## src/design/omrg_pkg.sv

```systemverilog
package omrg_pkg;
	// ------------------------------------------------------------
	// item indicators, one-hot
	// ------------------------------------------------------------
	typedef enum logic [6:0] {
		ITEM_FREQ_REFERENCE_ITEM_ST = 7'h01,
		ITEM_OUTPUT_FREQ_ITEM_ST = 7'h02,
		ITEM_OUTPUT_CURRENT_ITEM_ST = 7'h04,
		ITEM_MULTI_MONITOR_ITEM_ST = 7'h08,
		ITEM_DIR_ST  = 7'h10,
		ITEM_SRC_ST  = 7'h20,
		ITEM_PARAM_SETTING_ITEM_ST = 7'h40
	} omrg_item_type;

	// ------------------------------------------------------------
	// parameter edit phases, one-hot
	// ------------------------------------------------------------
	typedef enum logic [3:0] {
		ED_NUM_ST    = 4'h1,
		ED_DATA_ST   = 4'h2,
		ED_FLASH_ST  = 4'h4,
		ED_STORED_ST = 4'h8
	} omrg_edit_type;

	// ------------------------------------------------------------
	// constants
	// ------------------------------------------------------------
	localparam int          CLK_HZ          = 40000000;
	localparam int          HOLD_MS         = 1000;
	localparam int          HOLD_CYCLES     = (CLK_HZ / 1000) * HOLD_MS;
	localparam int          PNUM_W          = 8;
	localparam int          PDATA_W         = 16;
	localparam logic [7:0]  WP_PARAM_NUM    = 8'h01;
	localparam logic [15:0] WP_RESET_VAL    = 16'h0001;
	localparam logic [15:0] WP_RUN_ANYWHERE = 16'h0005;
	localparam logic        DIR_FWD         = 1'b0;
	localparam logic        SRC_REMOTE      = 1'b0;
endpackage

```

## src/design/omrg_key_if.sv

```systemverilog
`timescale 1ns/10ps
interface omrg_key_if;
	logic mode_p;
	logic inc_p;
	logic dec_p;
	logic enter_p;
	modport src (output mode_p, output inc_p, output dec_p, output enter_p);
	modport dst (input mode_p, input inc_p, input dec_p, input enter_p);
endinterface

```

## src/design/omrg_gate.sv

```systemverilog
`timescale 1ns/10ps
// Summary of operation
// - direction item shows forward/reverse; inc or dec flips it on display update
// - direction may change any time, even while running
// - control source item shows remote/local; inc or dec toggles it
// - keypad changes control source only while stopped; always displayed
// - when a terminal owns control source, keypad changes are ignored
// - run ignored on control source item; needs release, green item, reassert
// - run ignored on parameter item; needs release, green item, reassert
// - enter shows data, edits flash, second enter stores, number returns after 1 s
// - mode key during data edit discards value, shows number again
// - run-locked parameters keep data while running
// - green items mean drive mode; red items drive if running else program
// - once stopped in program mode, no start until drive mode again
// - power-up selects the frequency reference item
// - write-prohibit setting 5 accepts run as in drive mode on red items
// - write-prohibit setting resets to 1
// - run refused while the write-prohibit setting is being edited
// - run-lock attribute per parameter, independent of write-prohibit setting
module omrg_gate
	import omrg_pkg::*;
#(
	parameter int HOLD_CNT = omrg_pkg::HOLD_CYCLES
) (
	input  wire logic                          ref_clk,
	input  wire logic                          rst_n,
	input  wire logic                          mode_key,
	input  wire logic                          inc_key,
	input  wire logic                          dec_key,
	input  wire logic                          enter_key,
	input  wire logic                          run_cmd,
	input  wire logic                          drive_running,
	input  wire logic                          src_on_terminal,
	input  wire logic                          terminal_src_sel,
	input  wire logic                          param_run_locked,
	input  wire logic [omrg_pkg::PDATA_W-1:0]  param_data_in,
	output logic      [6:0]                    item_leds,
	output logic                               drive_mode,
	output logic                               run_accept,
	output logic                               dir_reverse,
	output logic                               src_local,
	output logic      [omrg_pkg::PNUM_W-1:0]   param_num,
	output logic      [omrg_pkg::PDATA_W-1:0]  param_edit_data,
	output logic                               show_data,
	output logic                               data_flash,
	output logic                               param_store,
	output logic      [omrg_pkg::PDATA_W-1:0]  write_prohibit_init_setting
);
	import omrg_pkg::*;

	omrg_key_if keys ();
	logic       hold_done;
	logic       hold_start;
	logic       hold_cancel;

	omrg_key_edge u_keys (
		.ref_clk   (ref_clk),
		.rst_n     (rst_n),
		.mode_key  (mode_key),
		.inc_key   (inc_key),
		.dec_key   (dec_key),
		.enter_key (enter_key),
		.keys      (keys)
	);

	omrg_hold_timer #(.CYCLES(HOLD_CNT)) u_hold (
		.ref_clk (ref_clk),
		.rst_n   (rst_n),
		.start   (hold_start),
		.cancel  (hold_cancel),
		.done    (hold_done)
	);

	// ------------------------------------------------------------
	// state
	// ------------------------------------------------------------
	omrg_item_type        item_q, item_d;
	omrg_edit_type        edit_q, edit_d;
	logic                 dir_q, dir_d;
	logic                 src_q, src_d;
	logic [PNUM_W-1:0]    pnum_q, pnum_d;
	logic [PDATA_W-1:0]   pdata_q, pdata_d;
	logic [PDATA_W-1:0]   wp_q, wp_d;
	logic                 blocked_q, blocked_d;
	logic                 prog_stop_q, prog_stop_d;
	logic                 accept_q, accept_d;
	logic                 dmode_q, dmode_d;
	logic                 store_q, store_d;
	logic                 show_q, show_d;
	logic                 flash_q, flash_d;
	logic                 red_item;
	logic                 editing_wp;

	function automatic omrg_item_type next_item(input omrg_item_type cur);
		case (cur)
			ITEM_FREQ_REFERENCE_ITEM_ST: next_item = ITEM_OUTPUT_FREQ_ITEM_ST;
			ITEM_OUTPUT_FREQ_ITEM_ST: next_item = ITEM_OUTPUT_CURRENT_ITEM_ST;
			ITEM_OUTPUT_CURRENT_ITEM_ST: next_item = ITEM_MULTI_MONITOR_ITEM_ST;
			ITEM_MULTI_MONITOR_ITEM_ST: next_item = ITEM_DIR_ST;
			ITEM_DIR_ST:  next_item = ITEM_SRC_ST;
			ITEM_SRC_ST:  next_item = ITEM_PARAM_SETTING_ITEM_ST;
			default:      next_item = ITEM_FREQ_REFERENCE_ITEM_ST;
		endcase
	endfunction

	always_comb begin
		red_item   = (item_q == ITEM_SRC_ST) || (item_q == ITEM_PARAM_SETTING_ITEM_ST);
		editing_wp = (item_q == ITEM_PARAM_SETTING_ITEM_ST) && (pnum_q == WP_PARAM_NUM)
			&& (edit_q != ED_NUM_ST);
	end

	// ------------------------------------------------------------
	// item and edit sequencing
	// ------------------------------------------------------------
	always_comb begin
		item_d      = item_q;
		edit_d      = edit_q;
		dir_d       = dir_q;
		src_d       = src_on_terminal ? terminal_src_sel : src_q;
		pnum_d      = pnum_q;
		pdata_d     = pdata_q;
		wp_d        = wp_q;
		store_d     = 1'b0;
		hold_start  = 1'b0;
		hold_cancel = 1'b0;
		if (keys.mode_p) begin
			if (edit_q == ED_FLASH_ST || edit_q == ED_DATA_ST) begin
				edit_d      = ED_NUM_ST;
			end else begin
				item_d      = next_item(item_q);
				edit_d      = ED_NUM_ST;
				hold_cancel = 1'b1;
			end
		end else begin
			case (item_q)
				ITEM_DIR_ST: begin
					if (keys.inc_p || keys.dec_p) begin
						dir_d = ~dir_q;
					end
				end
				ITEM_SRC_ST: begin
					if ((keys.inc_p || keys.dec_p) && !drive_running
						&& !src_on_terminal) begin
						src_d = ~src_q;
					end
				end
				ITEM_PARAM_SETTING_ITEM_ST: begin
					case (edit_q)
						ED_NUM_ST: begin
							if (keys.inc_p) begin
								pnum_d = pnum_q + 8'h01;
							end else if (keys.dec_p) begin
								pnum_d = pnum_q - 8'h01;
							end else if (keys.enter_p) begin
								edit_d  = ED_DATA_ST;
								pdata_d = (pnum_q == WP_PARAM_NUM) ? wp_q : param_data_in;
							end
						end
						ED_DATA_ST, ED_FLASH_ST: begin
							if ((keys.inc_p || keys.dec_p)
								&& !(param_run_locked && drive_running)) begin
								pdata_d = keys.inc_p ? pdata_q + 16'h0001
									: pdata_q - 16'h0001;
								edit_d  = ED_FLASH_ST;
							end else if (keys.enter_p && edit_q == ED_FLASH_ST) begin
								edit_d     = ED_STORED_ST;
								store_d    = 1'b1;
								hold_start = 1'b1;
								if (pnum_q == WP_PARAM_NUM) begin
									wp_d = pdata_q;
								end
							end
						end
						ED_STORED_ST: begin
							if (hold_done) begin
								edit_d = ED_NUM_ST;
							end
						end
						default: edit_d = ED_NUM_ST;
					endcase
				end
				default: ;
			endcase
		end
		// display flags registered so the pins come straight from flops
		show_d  = (edit_d != ED_NUM_ST);
		flash_d = (edit_d == ED_FLASH_ST);
	end

	always_ff @(posedge ref_clk) begin
		if (!rst_n) begin
			item_q  <= ITEM_FREQ_REFERENCE_ITEM_ST;
			edit_q  <= ED_NUM_ST;
			dir_q   <= DIR_FWD;
			src_q   <= SRC_REMOTE;
			pnum_q  <= '0;
			pdata_q <= '0;
			wp_q    <= WP_RESET_VAL;
			store_q <= 1'b0;
			show_q  <= 1'b0;
			flash_q <= 1'b0;
		end else begin
			item_q  <= item_d;
			edit_q  <= edit_d;
			dir_q   <= dir_d;
			src_q   <= src_d;
			pnum_q  <= pnum_d;
			pdata_q <= pdata_d;
			wp_q    <= wp_d;
			store_q <= store_d;
			show_q  <= show_d;
			flash_q <= flash_d;
		end
	end

	// ------------------------------------------------------------
	// run acceptance
	// ------------------------------------------------------------
	// a blocked run stays blocked until released on a green item, so a
	// held run switch cannot start the motor just by leaving a red item
	always_comb begin
		dmode_d     = !red_item || drive_running
			|| (wp_q == WP_RUN_ANYWHERE);
		blocked_d   = blocked_q;
		prog_stop_d = prog_stop_q;
		if (red_item && wp_q != WP_RUN_ANYWHERE && run_cmd) begin
			blocked_d = 1'b1;
		end else if (!red_item && !run_cmd) begin
			blocked_d = 1'b0;
		end
		if (!dmode_d && !drive_running) begin
			prog_stop_d = 1'b1;
		end else if (!red_item) begin
			prog_stop_d = 1'b0;
		end
		accept_d = run_cmd && dmode_d && !blocked_d && !editing_wp
			&& !(prog_stop_d && red_item && wp_q != WP_RUN_ANYWHERE);
	end

	always_ff @(posedge ref_clk) begin
		if (!rst_n) begin
			blocked_q   <= 1'b0;
			prog_stop_q <= 1'b0;
			accept_q    <= 1'b0;
			dmode_q     <= 1'b1;
		end else begin
			blocked_q   <= blocked_d;
			prog_stop_q <= prog_stop_d;
			accept_q    <= accept_d;
			dmode_q     <= dmode_d;
		end
	end

	// ------------------------------------------------------------
	// outputs
	// ------------------------------------------------------------
	always_comb begin
		item_leds                   = item_q;
		drive_mode                  = dmode_q;
		run_accept                  = accept_q;
		dir_reverse                 = dir_q;
		src_local                   = src_q;
		param_num                   = pnum_q;
		param_edit_data             = pdata_q;
		show_data                   = show_q;
		data_flash                  = flash_q;
		param_store                 = store_q;
		write_prohibit_init_setting = wp_q;
	end

	// ------------------------------------------------------------
	// checks
	// ------------------------------------------------------------
	a_power_up_item: assert property (@(posedge ref_clk)
		$rose(rst_n) |-> item_leds == ITEM_FREQ_REFERENCE_ITEM_ST)
		else $error("item not frequency reference after reset");
	a_src_run_ignored: assert property (@(posedge ref_clk) disable iff (!rst_n)
		(item_q == ITEM_SRC_ST && wp_q != WP_RUN_ANYWHERE) |=> !run_accept)
		else $error("run accepted on control source item");
	a_param_setting_item_run_ignored: assert property (@(posedge ref_clk) disable iff (!rst_n)
		(item_q == ITEM_PARAM_SETTING_ITEM_ST && wp_q != WP_RUN_ANYWHERE && !drive_running)
		|=> !run_accept)
		else $error("run accepted on parameter item");
	a_src_hold_running: assert property (@(posedge ref_clk) disable iff (!rst_n)
		(drive_running && !src_on_terminal) |=> $stable(src_local))
		else $error("control source changed while running");
	a_src_terminal: assert property (@(posedge ref_clk) disable iff (!rst_n)
		src_on_terminal |=> src_local == $past(terminal_src_sel))
		else $error("control source did not follow the terminal");
	a_dir_flip: assert property (@(posedge ref_clk) disable iff (!rst_n)
		(item_q == ITEM_DIR_ST && keys.inc_p && !keys.mode_p) |=> dir_reverse != $past(dir_q))
		else $error("direction did not flip");
	a_locked_data: assert property (@(posedge ref_clk) disable iff (!rst_n)
		((edit_q == ED_FLASH_ST || edit_q == ED_DATA_ST) && param_run_locked
			&& drive_running && !keys.mode_p)
		|=> $stable(param_edit_data))
		else $error("locked parameter data changed while running");
	a_cancel_edit: assert property (@(posedge ref_clk) disable iff (!rst_n)
		(edit_q == ED_FLASH_ST && keys.mode_p) |=> !show_data && !param_store)
		else $error("mode key did not discard edit");
	a_wp_edit_refuse: assert property (@(posedge ref_clk) disable iff (!rst_n)
		editing_wp |=> !run_accept)
		else $error("run accepted while write-prohibit edited");
	a_green_drive: assert property (@(posedge ref_clk) disable iff (!rst_n)
		!red_item |=> drive_mode)
		else $error("green item not in drive mode");
	c_store: cover property (@(posedge ref_clk) disable iff (!rst_n) param_store);
	c_accept: cover property (@(posedge ref_clk) disable iff (!rst_n) run_accept);
	c_wrap: cover property (@(posedge ref_clk) disable iff (!rst_n)
		item_q == ITEM_PARAM_SETTING_ITEM_ST && keys.mode_p);
	c_src_flip: cover property (@(posedge ref_clk) disable iff (!rst_n) $changed(src_local));
endmodule // omrg_gate

```

## src/design/omrg_key_edge.sv

```systemverilog
`timescale 1ns/10ps
// ------------------------------------------------------------
// key press edge detection
// ------------------------------------------------------------
module omrg_key_edge (
	input  wire logic ref_clk,
	input  wire logic rst_n,
	input  wire logic mode_key,
	input  wire logic inc_key,
	input  wire logic dec_key,
	input  wire logic enter_key,
	omrg_key_if.src   keys
);
	logic [3:0] prev_q;
	logic [3:0] prev_d;
	logic [3:0] now_w;

	always_comb begin
		now_w  = {enter_key, dec_key, inc_key, mode_key};
		prev_d = now_w;
	end

	always_ff @(posedge ref_clk) begin
		if (!rst_n) begin
			prev_q <= 4'h0;
		end else begin
			prev_q <= prev_d;
		end
	end

	assign keys.mode_p  = now_w[0] & ~prev_q[0];
	assign keys.inc_p   = now_w[1] & ~prev_q[1];
	assign keys.dec_p   = now_w[2] & ~prev_q[2];
	assign keys.enter_p = now_w[3] & ~prev_q[3];
endmodule // omrg_key_edge

```

## src/design/omrg_hold_timer.sv

```systemverilog
`timescale 1ns/10ps
// ------------------------------------------------------------
// one-shot hold timer for the stored-data display
// ------------------------------------------------------------
module omrg_hold_timer #(
	parameter int CYCLES = 40000000
) (
	input  wire logic ref_clk,
	input  wire logic rst_n,
	input  wire logic start,
	input  wire logic cancel,
	output logic      done
);
	logic [31:0] cnt_q;
	logic [31:0] cnt_d;
	logic        done_d;

	always_comb begin
		cnt_d  = cnt_q;
		done_d = 1'b0;
		if (start) begin
			cnt_d = 32'(CYCLES);
		end else if (cancel) begin
			cnt_d = 32'h0;
		end else if (cnt_q != 32'h0) begin
			cnt_d = cnt_q - 32'h1;
			done_d = (cnt_q == 32'h1);
		end
	end

	always_ff @(posedge ref_clk) begin
		if (!rst_n) begin
			cnt_q <= 32'h0;
			done  <= 1'b0;
		end else begin
			cnt_q <= cnt_d;
			done  <= done_d;
		end
	end
endmodule // omrg_hold_timer

```

## config.mk

```make
export PLATFORM = sky130hd
export DESIGN_NAME = omrg_gate
export DESIGN_NICKNAME = d
export VERILOG_FILES = /design/src/design/omrg_pkg.sv /design/src/design/omrg_key_if.sv /design/src/design/omrg_gate.sv /design/src/design/omrg_key_edge.sv /design/src/design/omrg_hold_timer.sv
export SDC_FILE = /design/constraint.sdc
export NUM_CORES = 1
export LEC_CHECK = 0
export BUFFER_PORTS_ARGS = -buffer_cell sky130_fd_sc_hd__buf_2
export CAP_MARGIN = 20
export CORE_MARGIN = 2
export CORE_UTILIZATION = 45
export DETAILED_ROUTE_END_ITERATION = 6
export PLACE_DENSITY = 0.65
export SLEW_MARGIN = 20
export SYNTH_ARGS = -nofsm -noshare
export SYNTH_HDL_FRONTEND = slang
export SYNTH_SLANG_ARGS = --single-unit
```

## constraint.sdc

```tcl
create_clock -name ref_clk -period 5.9 [get_ports ref_clk]
set_input_delay 0.885 -clock ref_clk [delete_from_list [all_inputs] [get_ports ref_clk]]
set_output_delay 0.885 -clock ref_clk [all_outputs]
set_load 0.02 [all_outputs]
```

Word-level counts from Yosys, hierarchy flattened
Cells that the tools add are included.
Storage, ports and cells
  logic and storage cells: 140
  output and inout port bits: 54
  bits of input ports: 27
  register bits after elaboration: 97
Operators by class
  multiplexer cells: 37
  reduce and logical (&&, ||, !) cells: 43
  add/sub/neg operators: 5
  equality and inequality tests: 22
  bitwise logic cells: 15
Operators by type and width (number)
  $mux W16: 6
  $mux W26: 3
  $pmux W7 S6: 1
  $eq A32 B1 Y1 const B: 1
  $mux W4: 8
  $pmux W16 S2: 1
  $reduce_bool A32 Y1: 1
  $sub A32 B1 Y32 const B: 1
  $logic_and A1 B1 Y1: 17
  $add A16 B1 Y16 const B: 1
  $eq A16 B3 Y1 const B: 1
  $mux W8: 2
  $ne A16 B3 Y1 const B: 1
  $sub A16 B1 Y16 const B: 1
  $mux W1: 15
  $pmux W4 S3: 1
  $not A1 Y1: 11
  $logic_not A1 Y1: 9
  $add A8 B1 Y8 const B: 1
  $eq A4 B3 Y1 const B: 2
  $eq A8 B1 Y1 const B: 1
  $ne A2 B2 Y1 const B: 4
  $ne A4 B1 Y1 const B: 2
  $sub A8 B1 Y8 const B: 1
  other kinds (22): 30

Depth between registers and ports, before layout
Gate-level depths: netlist of run 1.
  depth after elaboration: 12
  gate-level depth with buffers: 11
  gate-level depth less buffers: 9

By module
Synthesis of run 1 repeated with hierarchy kept, for this count alone.
Unflattened totals
  cells, all modules: 717
  area, all modules: 5821.8 µm²
By module, submodules not included
  omrg_gate: area each 3961.3 µm², seq. area each 1201.2 µm², cells an instance 504, times used 1
  omrg_hold_timer: area each 1730.4 µm², seq. area each 660.6 µm², cells an instance 201, times used 1
  omrg_key_edge: area each 130.1 µm², seq. area each 80.1 µm², cells an instance 12, times used 1

Worst setup path after synthesis of run 1
Ideal clock, no wire load.
  path kind: input port to flip-flop
  from: input inc_key
  to: register pdata_q[11], in the netlist param_edit_data[11]
  arrival time: 3267 ps
  library setup time: 117 ps
  buffers on the path: 2
  stages on the path: 11
  path slack: 2516 ps
  required time: 5783 ps
  cell sequence: nor2b_1 -> clkbuf_1 -> inv_1 -> ha_1 -> clkbuf_1 -> a21o_1 -> a221oi_1 -> nor2_1 -> or3_1 -> a31oi_1 -> nor2_1
Between the ends
  word-level cells in the longest chain between the ends: 5
  elaborated cells on any way between the ends: 9
  classes of those cells: eq/ne: 2; mux: 3; bitwise: 1; reduce/logical: 3
Ends and longest elaborated chain
  start: declaration: RTL line omrg_gate.sv:28  | input wire logic inc_key,
  $and A1 B1 Y1 *: RTL line omrg_key_edge.sv:32  | assign keys.inc_p = now_w[1] & ~prev_q[1];
  $logic_or A1 B1 Y1: RTL line omrg_gate.sv:160  | if ((keys.inc_p || keys.dec_p)
  $logic_and A1 B1 Y1: RTL line omrg_gate.sv:161  | && !(param_run_locked && drive_running)) begin
  $ne A2 B2 Y1 (no source line)
  $reduce_and A7 Y1 (no source line)
  end signal: assignment: RTL line omrg_gate.sv:208  | pdata_q <= pdata_d;
  end: declaration: RTL line omrg_gate.sv:82  | logic [PDATA_W-1:0] pdata_q, pdata_d;
Every way passes the cells marked *; elsewhere a longest branch is shown, timed or not. The select of a mux whose other input is x is not followed.
A chain may end at the register's enable or synchronous reset.

Worst setup path after layout of run 1
  from: input inc_key
  to: register pdata_q[13], in the netlist param_edit_data[13]
Same word-level chain as after synthesis.

==> results by group, run 1 <==
Synthesis
  • Async set-reset flop share out of synthesis: 0%
  • Synth Flop Type: dfxtp_1
  • Yosys reg bits: 96
  • Syn_area_per_cell: 8.01 µm²
  • Main area contributors after synthesis: dfxtp_1 35%, nand2_1 5.6%, ha_1 4.3%
  • Yosys cell types: just over 60
  • Syn. warnings: 0
  • Largest area contributor in the netlist: dfxtp_1
  • Syn Nets: 742
  • EDFF count, synth: 0
  • Area share of the largest cell type after synthesis: 34.5%
  • Synthesized cell area: 5570 µm²
  • Seq/Total Area, Yosys: 34.5%
  • Mapped Cells: around 700

Global routing
  • Largest net degree at the start of global routing: 67
  • All-Layer GR Usage: 23.0%
  • First-pass GRT wire length: 24.2 mm
  • Vias in the first global route: a little under 5k
  • Initial antenna violation count: 0
  • Grt total ovfl: 0

Drt
  • Iter 0 DRT Violations: 337
  • Routed wl met3: between 500 and 600 µm
  • Antenna viol nets, final: 0
  • WL/cell: roughly 16 µm
  • Vias/cell: 5.71
  • Drt drc: 0
  • Top routing layer in use: met4
  • Wl on met1: 7.17 mm
  • Vias: 5267
  • Routed WL: 14.9 mm
  • Metal2 WL: 6.91 mm
  • Drt first pass iters: 5

Setup path
  • R2R cell count: 9
  • Crit. path cell count: 10
  • Startpoint Class: primary input
  • WP buf/inv: 2
  • CP arrival: 4.02 ns
  • Delay of the slowest critical-path stage: roughly 0.6 ns
  • Top delay family on crit path: simple AND/OR/NAND/NOR gates
  • Critical path type: in2reg
  • Required time of the critical path: 6.15 ns
  • Max FO, Critical Path: 18
  • CP endpoint kind: flip-flop
  • Critical path, cell by cell: buf_2, nor2b_1, inv_1, ha_1, a21o_1, a31oi_1, and2_0, or4_1, o41ai_1, o31a_1
  • CP max stage cell: nor2b_1

Timing
  • Max-slew violation count: 0
  • TNS Setup: 0 ns
  • Final worst slack: ~2.1 ns
  • Tmin final: ~3.8 ns
  • Final setup vio count: 0
  • Final period util: ~64%
  • Worst Clk Skew: 0.00793 ns
  • FMAX: 266 MHz
  • Slew headroom: 36.0%
  • Hold Violations, Final: 0
  • RSZ-0062 raised after global routing: false
  • Measured slew at the worst slew-check pin: around 0.96 ns

Place
  • Pre-CTS setup slack: about 1.8 ns
  • Post-DP HPWL: 10.7 mm
  • RePlAce Congestion: between 0.9 and 1
  • PortBufs: 80
  • DP Area: 6030 µm²

Final layout
  • Most frequent cells in the layout: 96 x dfxtp_1, 83 x nand2_1, 80 x buf_2
  • Syn-to-layout area delta: 13.7%
  • Nets: between 700 and 800
  • # fillers: 1203
  • Diode count: 0
  • Share of cells above drive strength 1: 14.5%
  • Fin area: 6330 µm²
  • Footprint of the multi-input gates: 3430 µm²
  • Storage cell area: 1920 µm²
  • Commonest non-fill, non-tap cell in the layout: dfxtp_1

Floorplan
  • Die ar.: 13300 µm²
  • Core area: 12100 µm²
  • I/O Pins: 81
  • Rows: 40
  • Initial Utilization: 46.2%
  • Die Span X: around 120 µm
  • Die height: 115 µm

CTS
  • CTS Sinks: 96
  • Post-cts sizing count: 0
  • Cts-stage hold buffer count: 0
  • Post-CTS Setup Inserts: 0
  • Skew-Pair Late Insertion Delay: 0.36 ns
  • Clk pin slew, worst setup/hold paths: 0.07 ns
  • H-tree depth: 3
  • Maximum buffer depth of the clock tree: 2
  • Num CTS Buffers: 9
  • TritonCTS clock tree: built
  • Clock root cell: clkbuf_16

Power
  • Peak supply drop: 218 µV
  • Power per cell area: 405 nW/µm²
  • Leakage: around 2.6 nW

Hold path
  • Worst hold-check path type: reg2reg
  • Hold depth: 2

Flow run
  • Max Cap Violations: 0

Status
  • Status: finished clean
## routing by layer
layer	up-vias	track usage, %
met5	-	0
met4	0	9.64
met3	21	3.11
met2	130	37.0
met1	2489	31.1
li1	2627	-
## cell usage after synthesis (17+ instances only)
cell type   n
nor4_1     18
nand3_1    18
nor3_1     26
xnor2_1    25
o21ai_0    35
nand2_1    83
mux2i_1    17
a21boi_0   22
nor2_1     60
ha_1       19
xor2_1     18
clkbuf_1   28
dfxtp_1    96
a21oi_1    37
## tightest hold or removal path: stages (launching register included)
cell and delay (ns):
dfxtp_1 0.33, nand2_1 0.05, a21boi_0 0.07
## power breakdown
part           internal [W]  switching, W  total (W)
logic              0.000461      0.000652    0.00111
clock network      0.000334      0.000279   0.000613
registers          0.000739     0.0000995   0.000839
## path summary, 6_finish.rpt
check | from | to | slack [ns]
max reg2reg | u_keys.prev_q[1] | param_edit_data[13] | 2.47
min reg2reg | write_prohibit_init_setting[13] | write_prohibit_init_setting[13] | 0.50
min | write_prohibit_init_setting[13] | write_prohibit_init_setting[13] | 0.50
max | inc_key | param_edit_data[13] | 2.13
## registers in the layout, indices dropped and copies added (netlist names)
name                         cells
run_accept                       1
u_hold.done                      1
src_local                        1
param_num                        8
drive_mode                       1
u_hold.cnt_q                    32
write_prohibit_init_setting     16
dir_reverse                      1
param_edit_data                 16
param_store                      1
u_keys.prev_q                    4
show_data                        1
blocked_q                        1
edit_q                           4
data_flash                       1
item_leds                        7
## kinds of logic after synthesis
kind of cell / Yosys count / share of synthesized area (%)
xor gates and xnor gates: 43 / 6.76
muxes: 17 / 3.06
adders and majority gates: 20 / 4.63
DFF: 96 / 34.5
buffers and inverters: 51 / 3.98
AOI/OAI and AO/OA: 158 / 18.3
and+or+nand+nor: 310 / 28.8
## area by class of cell
class                           count  share of cell area (%)
Inverter                           11                   0.652
Timing Repair Buffer               83                    6.68
Multi-Input combinational cell    548                    54.2
Clock inverter                      7                    1.26
Tap cell                          168                    3.32
Sequential cell                    96                    30.3
Clock buffer                        9                    3.56
## stage by stage
stage	hold WS (ns)	total power (W)	instances	utilization, %
after detailed placement	0.492	0.00195	906	50.0
after global routing	0.524	0.00276	922	52.5
after floorplan	0.464	0.00173	695	-
final	0.501	0.00257	922	52.5
after CTS	0.503	0.00257	922	52.5
after global placement	0.480	0.00192	906	50.0
Power figures use the tool's default switching activity.
==> run 2, diff against run 1 <==
==> constraint.sdc (replaced) <==
create_clock -name ref_clk -period 3.9 [get_ports ref_clk]
set_input_delay 0.585 -clock ref_clk [delete_from_list [all_inputs] [get_ports ref_clk]]
set_output_delay 0.585 -clock ref_clk [all_outputs]
set_load 0.02 [all_outputs]
==> results by group, run 2 (synthesized netlist as in run 1, its figures left out) <==
Final layout
  • Nets: 800 (was 796)
  • Fin util: 53.1% (was 52.5%)
  • Most frequent cells in the layout: 96 x dfxtp_1, 83 x nand2_1, 80 x buf_2 (unchanged)
  • Share of cells above drive strength 1: 14.8% (was 14.5%)
  • Syn-to-layout area delta: 15.0% (was 13.7%)
  • Largest register by flop count: u_hold.cnt_q (unchanged)
  • Commonest non-fill, non-tap cell in the layout: dfxtp_1 (unchanged)
  • Diode count: 0 (unchanged)
  • Fin area: 6400 µm² (was 6330 µm²)
  • # fillers: 1169 (was 1203)
  • Largest register FFs: 32 (unchanged)

Timing
  • RSZ-0062 raised after global routing: false (unchanged)
  • TNS Setup: 0 ns (unchanged)
  • Final period util: 77.7%
  • Final setup vio count: 0 (unchanged)
  • Final hold slack: 0.452 ns (was 0.501 ns)
  • Measured slew at the worst slew-check pin: 0.774 ns (was 0.957 ns)
  • Final worst slack: 0.871 ns (was 2.13 ns)
  • Hold Violations, Final: 0 (unchanged)
  • Max-slew violation count: 0 (unchanged)
  • Tmin final: 3.03 ns
  • Slew headroom: 47.9% (was 36.0%)
  • FMAX: 330 MHz
  • Worst Clk Skew: 0.00696 ns (was 0.00793 ns)

CTS
  • Post-CTS Setup Inserts: 0 (unchanged)
  • CTS Sinks: 96 (unchanged)
  • Cts-stage hold buffer count: 0 (unchanged)
  • H-tree depth: 3 (unchanged)
  • TritonCTS clock tree: built (unchanged)
  • Clk pin slew, worst setup/hold paths: 0.07 ns (about the same)
  • Post-cts sizing count: 0 (unchanged)
  • Skew-Pair Late Insertion Delay: 0.35 ns (was 0.36 ns)
  • Maximum buffer depth of the clock tree: 2 (unchanged)
  • Clock root cell: clkbuf_16 (unchanged)
  • Num CTS Buffers: 9 (unchanged)

Setup path
  • R2R cell count: 10 (was 9)
  • CP endpoint kind: flip-flop (unchanged)
  • CP arrival: 3.28 ns (was 4.02 ns)
  • Critical path type: in2reg (unchanged)
  • Required time of the critical path: 4.15 ns (was 6.15 ns)
  • Max FO, Critical Path: 18 (unchanged)
  • Startpoint Class: primary input (unchanged)

Status
  • Status: finished clean (unchanged)

Power
  • Power per cell area: 623 nW/µm² (was 405 nW/µm²)
  • Leakage: 2.62 nW (was 2.58 nW)
  • Peak supply drop: 360 µV (was 218 µV)

Global routing
  • Largest net degree at the start of global routing: 42 (was 67)
  • Initial antenna violation count: 0 (unchanged)
  • First-pass GRT wire length: 24.7 mm (was 24.2 mm)
  • Vias in the first global route: 4970 (was 4894)
  • Grt total ovfl: 0 (unchanged)
  • All-Layer GR Usage: 23.4% (was 23.0%)

Floorplan
  • Die height: 115 µm (unchanged)
  • Die Span X: 115 µm (unchanged)
  • I/O Pins: 81 (unchanged)
  • Rows: 40 (unchanged)
  • Core area: 12100 µm² (unchanged)
  • Initial Utilization: 46.2% (unchanged)
  • Die ar.: 13300 µm² (unchanged)

Place
  • RePlAce Congestion: 0.904 (was 0.901)
  • Pre-CTS setup slack: 0.533 ns (was 1.80 ns)
  • PortBufs: 80 (unchanged)
  • Post-DP HPWL: 10.7 mm (about the same)
  • DP Area: 6060 µm² (was 6030 µm²)

Hold path
  • Worst hold-check path type: in2reg (was reg2reg)
  • Hold depth: 2 (unchanged)

Drt
  • Drt first pass iters: 5 (unchanged)
  • Routed WL: 15.0 mm (was 14.9 mm)
  • Vias: 5272 (was 5267)
  • Vias/cell: 5.69 (was 5.71)
  • WL/cell: 16.2 µm (about the same)
  • Drt drc: 0 (unchanged)
  • Antenna viol nets, final: 0 (unchanged)
  • Iter 0 DRT Violations: 386 (was 337)

Flow run
  • Max Cap Violations: 0 (unchanged)
[run 2: cell count changes in the layout (fill, tap and decap cells not counted)]
| cell | before | now |
|---|---|---|
| bufinv_16 | 1 | 3 |
| inv_8 | 1 | 0 |
| clkbuf_1 | 0 | 1 |
| clkinv_4 | 2 | 1 |
| buf_4 | 3 | 7 |
| clkinv_2 | 1 | 0 |
[run 2: worst paths after layout]
| kind | startpoint | end | slack, ns |
|---|---|---|---|
| worst max-delay path | inc_key | param_edit_data[13] | 0.87 |
| worst min-delay path | dec_key | u_keys.prev_q[2] | 0.45 |
| worst max register to register | u_keys.prev_q[1] | param_edit_data[13] | 0.98 |
| worst min register to register | write_prohibit_init_setting[5] | write_prohibit_init_setting[5] | 0.50 |
[run 2: worst max-delay path, cell delays in order]
cell	delay, ns
buf_2	0.10
nor2b_1	0.12
buf_4	0.17
inv_1	0.50
ha_1	0.42
a21o_1	0.21
a31oi_1	0.24
and2_0	0.41
or4_1	0.18
o41ai_1	0.06
o31a_1	0.28
[run 2: layout make-up]
type                            instances  area [µm²]  area share (%)
Tap cell                              168         210            3.28
Inverter                               11        41.3           0.645
Sequential cell                        96        1920            30.0
Clock buffer                           10         229            3.58
Multi-Input combinational cell        548        3430            53.6
Clock inverter                          6         115            1.80
Timing Repair Buffer                   87         453            7.07
[run 2: per-layer routing]
metal | wire, µm | global-route usage, % | vias to the layer above
met4 | 270 | 8.59 | 0
met2 | 6860 | 38.5 | 134
met1 | 7250 | 31.5 | 2485
met5 | 0 | 0 | -
met3 | 591 | 2.85 | 20
li1 | - | - | 2633
[run 2: stage by stage]
stage | total power [W] | cells
floorplan | 0.00262 | 695
global placement | 0.00291 | 910
detailed placement | 0.00295 | 910
CTS | 0.00399 | 926
global route | 0.00431 | 926
finish | 0.00399 | 926
[run 2: power breakdown]
group | switching [W] | internal [W]
Combinational | 0.000979 | 0.000699
Clock | 0.000404 | 0.000631
Sequential | 0.000158 | 0.00112
Total | 0.00154 | 0.00245
==> run 3, diff against run 2 <==
--- a/config.mk
+++ b/config.mk
@@ -10,7 +10,7 @@
 export CORE_MARGIN = 2
 export CORE_UTILIZATION = 45
 export DETAILED_ROUTE_END_ITERATION = 6
-export PLACE_DENSITY = 0.65
+export PLACE_DENSITY = 0.68
 export SLEW_MARGIN = 20
 export SYNTH_ARGS = -nofsm -noshare
 export SYNTH_HDL_FRONTEND = slang
==> constraint.sdc (replaced) <==
create_clock -name ref_clk -period 2.7 [get_ports ref_clk]
set_input_delay 0.405 -clock ref_clk [delete_from_list [all_inputs] [get_ports ref_clk]]
set_output_delay 0.405 -clock ref_clk [all_outputs]
set_load 0.02 [all_outputs]
==> results by group, run 3 (synthesized netlist as in run 1, its figures left out) <==
Status
  • Status: finished clean (unchanged)

Final layout
  • Commonest non-fill, non-tap cell in the layout: dfxtp_1 (unchanged)
  • Fin util: 55.9% (was 53.1%)
  • Share of cells above drive strength 1: 20.1% (was 14.8%)
  • Largest register FFs: 32 (unchanged)
  • Nets: 843 (was 800)
  • Post-Layout Cell Count: 969 (was 926)
  • Syn-to-layout area delta: 21.1% (was 15.0%)
  • Diode count: 0 (unchanged)
  • Largest register by flop count: u_hold.cnt_q (unchanged)
  • Most frequent cells in the layout: 96 x dfxtp_1, 83 x nand2_1, 80 x buf_2 (unchanged)

Timing
  • Max-slew violation count: 0 (unchanged)
  • FMAX: 395 MHz
  • RSZ-0062 raised after global routing: false (unchanged)
  • Slew headroom: 45.1% (was 47.9%)
  • Final period util: 93.8%
  • Final setup vio count: 0 (unchanged)
  • Tmin final: ~2.5 ns
  • Final hold slack: 0.280 ns (was 0.452 ns)
  • Hold Violations, Final: 0 (unchanged)
  • Worst Clk Skew: 0.00820 ns (was 0.00696 ns)
  • Measured slew at the worst slew-check pin: 0.816 ns (was 0.774 ns)

CTS
  • Clock root cell: clkbuf_16 (unchanged)
  • TritonCTS clock tree: built (unchanged)
  • CTS Sinks: 96 (unchanged)
  • Maximum buffer depth of the clock tree: 2 (unchanged)
  • H-tree depth: 3 (unchanged)
  • Cts-stage hold buffer count: 0 (unchanged)
  • Clk pin slew, worst setup/hold paths: 0.07 ns (about the same)
  • Skew-Pair Late Insertion Delay: 0.35 ns (about the same)
  • Num CTS Buffers: 9 (unchanged)

Setup path
  • CP endpoint kind: flip-flop (unchanged)
  • Critical path type: reg2reg (was in2reg)
  • Startpoint Class: flip-flop (was primary input)
  • Max FO, Critical Path: 10 (was 18)
  • CP arrival: 2.81 ns (was 3.28 ns)
  • Required time of the critical path: 2.98 ns (was 4.15 ns)

Global routing
  • M2 GR Usage: 39.4% (was 38.5%)
  • Grt total ovfl: 0 (unchanged)
  • All-Layer GR Usage: 23.7% (was 23.4%)
  • GR Util met3: 5.22% (was 2.85%)
  • Met1 Usage GRT: 30.3% (was 31.5%)
  • Initial antenna violation count: 1 (was 0)
  • Vias in the first global route: 5102 (was 4970)
  • Largest net degree at the start of global routing: 33 (was 42)
  • First-pass GRT wire length: 25.0 mm (was 24.7 mm)
  • GRT Max-Usage Layer: met2 (unchanged)

Drt
  • Iter 0 DRT Violations: 442 (was 386)
  • Vias/cell: 5.65 (was 5.69)
  • WL/cell: 16.0 µm (was 16.2 µm)
  • Drt first pass iters: 5 (unchanged)
  • Vias: 5471 (was 5272)
  • Antenna viol nets, final: 0 (unchanged)
  • Routed WL: 15.5 mm (was 15.0 mm)
  • Drt drc: 0 (unchanged)

Place
  • Post-DP HPWL: 11.5 mm (was 10.7 mm)
  • RePlAce Congestion: 0.893 (was 0.904)
  • PortBufs: 80 (unchanged)
  • Placed Cells incl. Taps: 953 (was 910)

Floorplan
  • Die height: 115 µm (unchanged)
  • I/O Pins: 81 (unchanged)
  • Die Span X: 115 µm (unchanged)
  • Rows: 40 (unchanged)
  • Die ar.: 13300 µm² (unchanged)
  • Core area: 12100 µm² (unchanged)
  • Initial Utilization: 46.2% (unchanged)

Power
  • Leakage: 2.81 nW (was 2.62 nW)
  • Peak supply drop: 1040 µV (was 360 µV)
  • Power per cell area: 850 nW/µm² (was 623 nW/µm²)
  • Total power: 0.00574 W (was 0.00399 W)

Flow run
  • Max Cap Violations: 0 (unchanged)

Hold path
  • Worst hold-check path type: in2reg (unchanged)
## run 3: path summary, 6_finish.rpt
check                                 startpoint                             end  slack [ns]  cells after the start
hold reg to reg   write_prohibit_init_setting[4]  write_prohibit_init_setting[4]        0.50                      2
hold / removal                           inc_key                u_keys.prev_q[1]        0.28                      2
setup reg to reg                    item_leds[1]                    param_num[5]        0.17                      5
setup / recovery                    item_leds[1]                    param_num[5]        0.17                      5
## run 3: what timing repair did
action / 4_1_cts / 5_1_grt
gates resized for setup: 0 / 2
endpoints found under the hold margin: 0 / 0
setup endpoints to repair: 0 / 9
setup buffers: 0 / 0
## run 3: area by class of cell
type,count,area (µm²)
Tap cell,168,210
Clock buffer,12,256
Inverter,11,45.0
Multi-Input combinational cell,548,3470
Timing Repair Buffer,130,788
Clock inverter,4,51.3
Sequential cell,96,1920
Fill cell,1107,5320
## run 3: layer usage
layer  up-vias  share of wire, %
li1       2711                 -
met1      2583                46
met2       151                47
met3        26               5.6
met4         0               1.9
met5         -                 0
## run 3: stage by stage
step                      area (µm²)  setup TNS, ns  setup slack (ns)
final                           6750              0             0.166
after global routing            6750              0            0.0206
after CTS                       6740              0             0.108
after detailed placement        6430         -0.368            -0.102
after global placement          6430         -0.190           -0.0616
after floorplan                 5610        -0.0248           -0.0248
## run 3: worst max-delay path: stages (launching register included)
cell and delay [ns]:
dfxtp_1 0.31, or4_4 0.54, or3_1 0.49, or3_1 0.57, or3_1 0.39, a21boi_1 0.15
## run 3: power by group
part	internal (W)	switching, W
Combinational	0.00113	0.00144
Sequential	0.00162	0.000226
Clock	0.000771	0.000558
Total	0.00351	0.00222
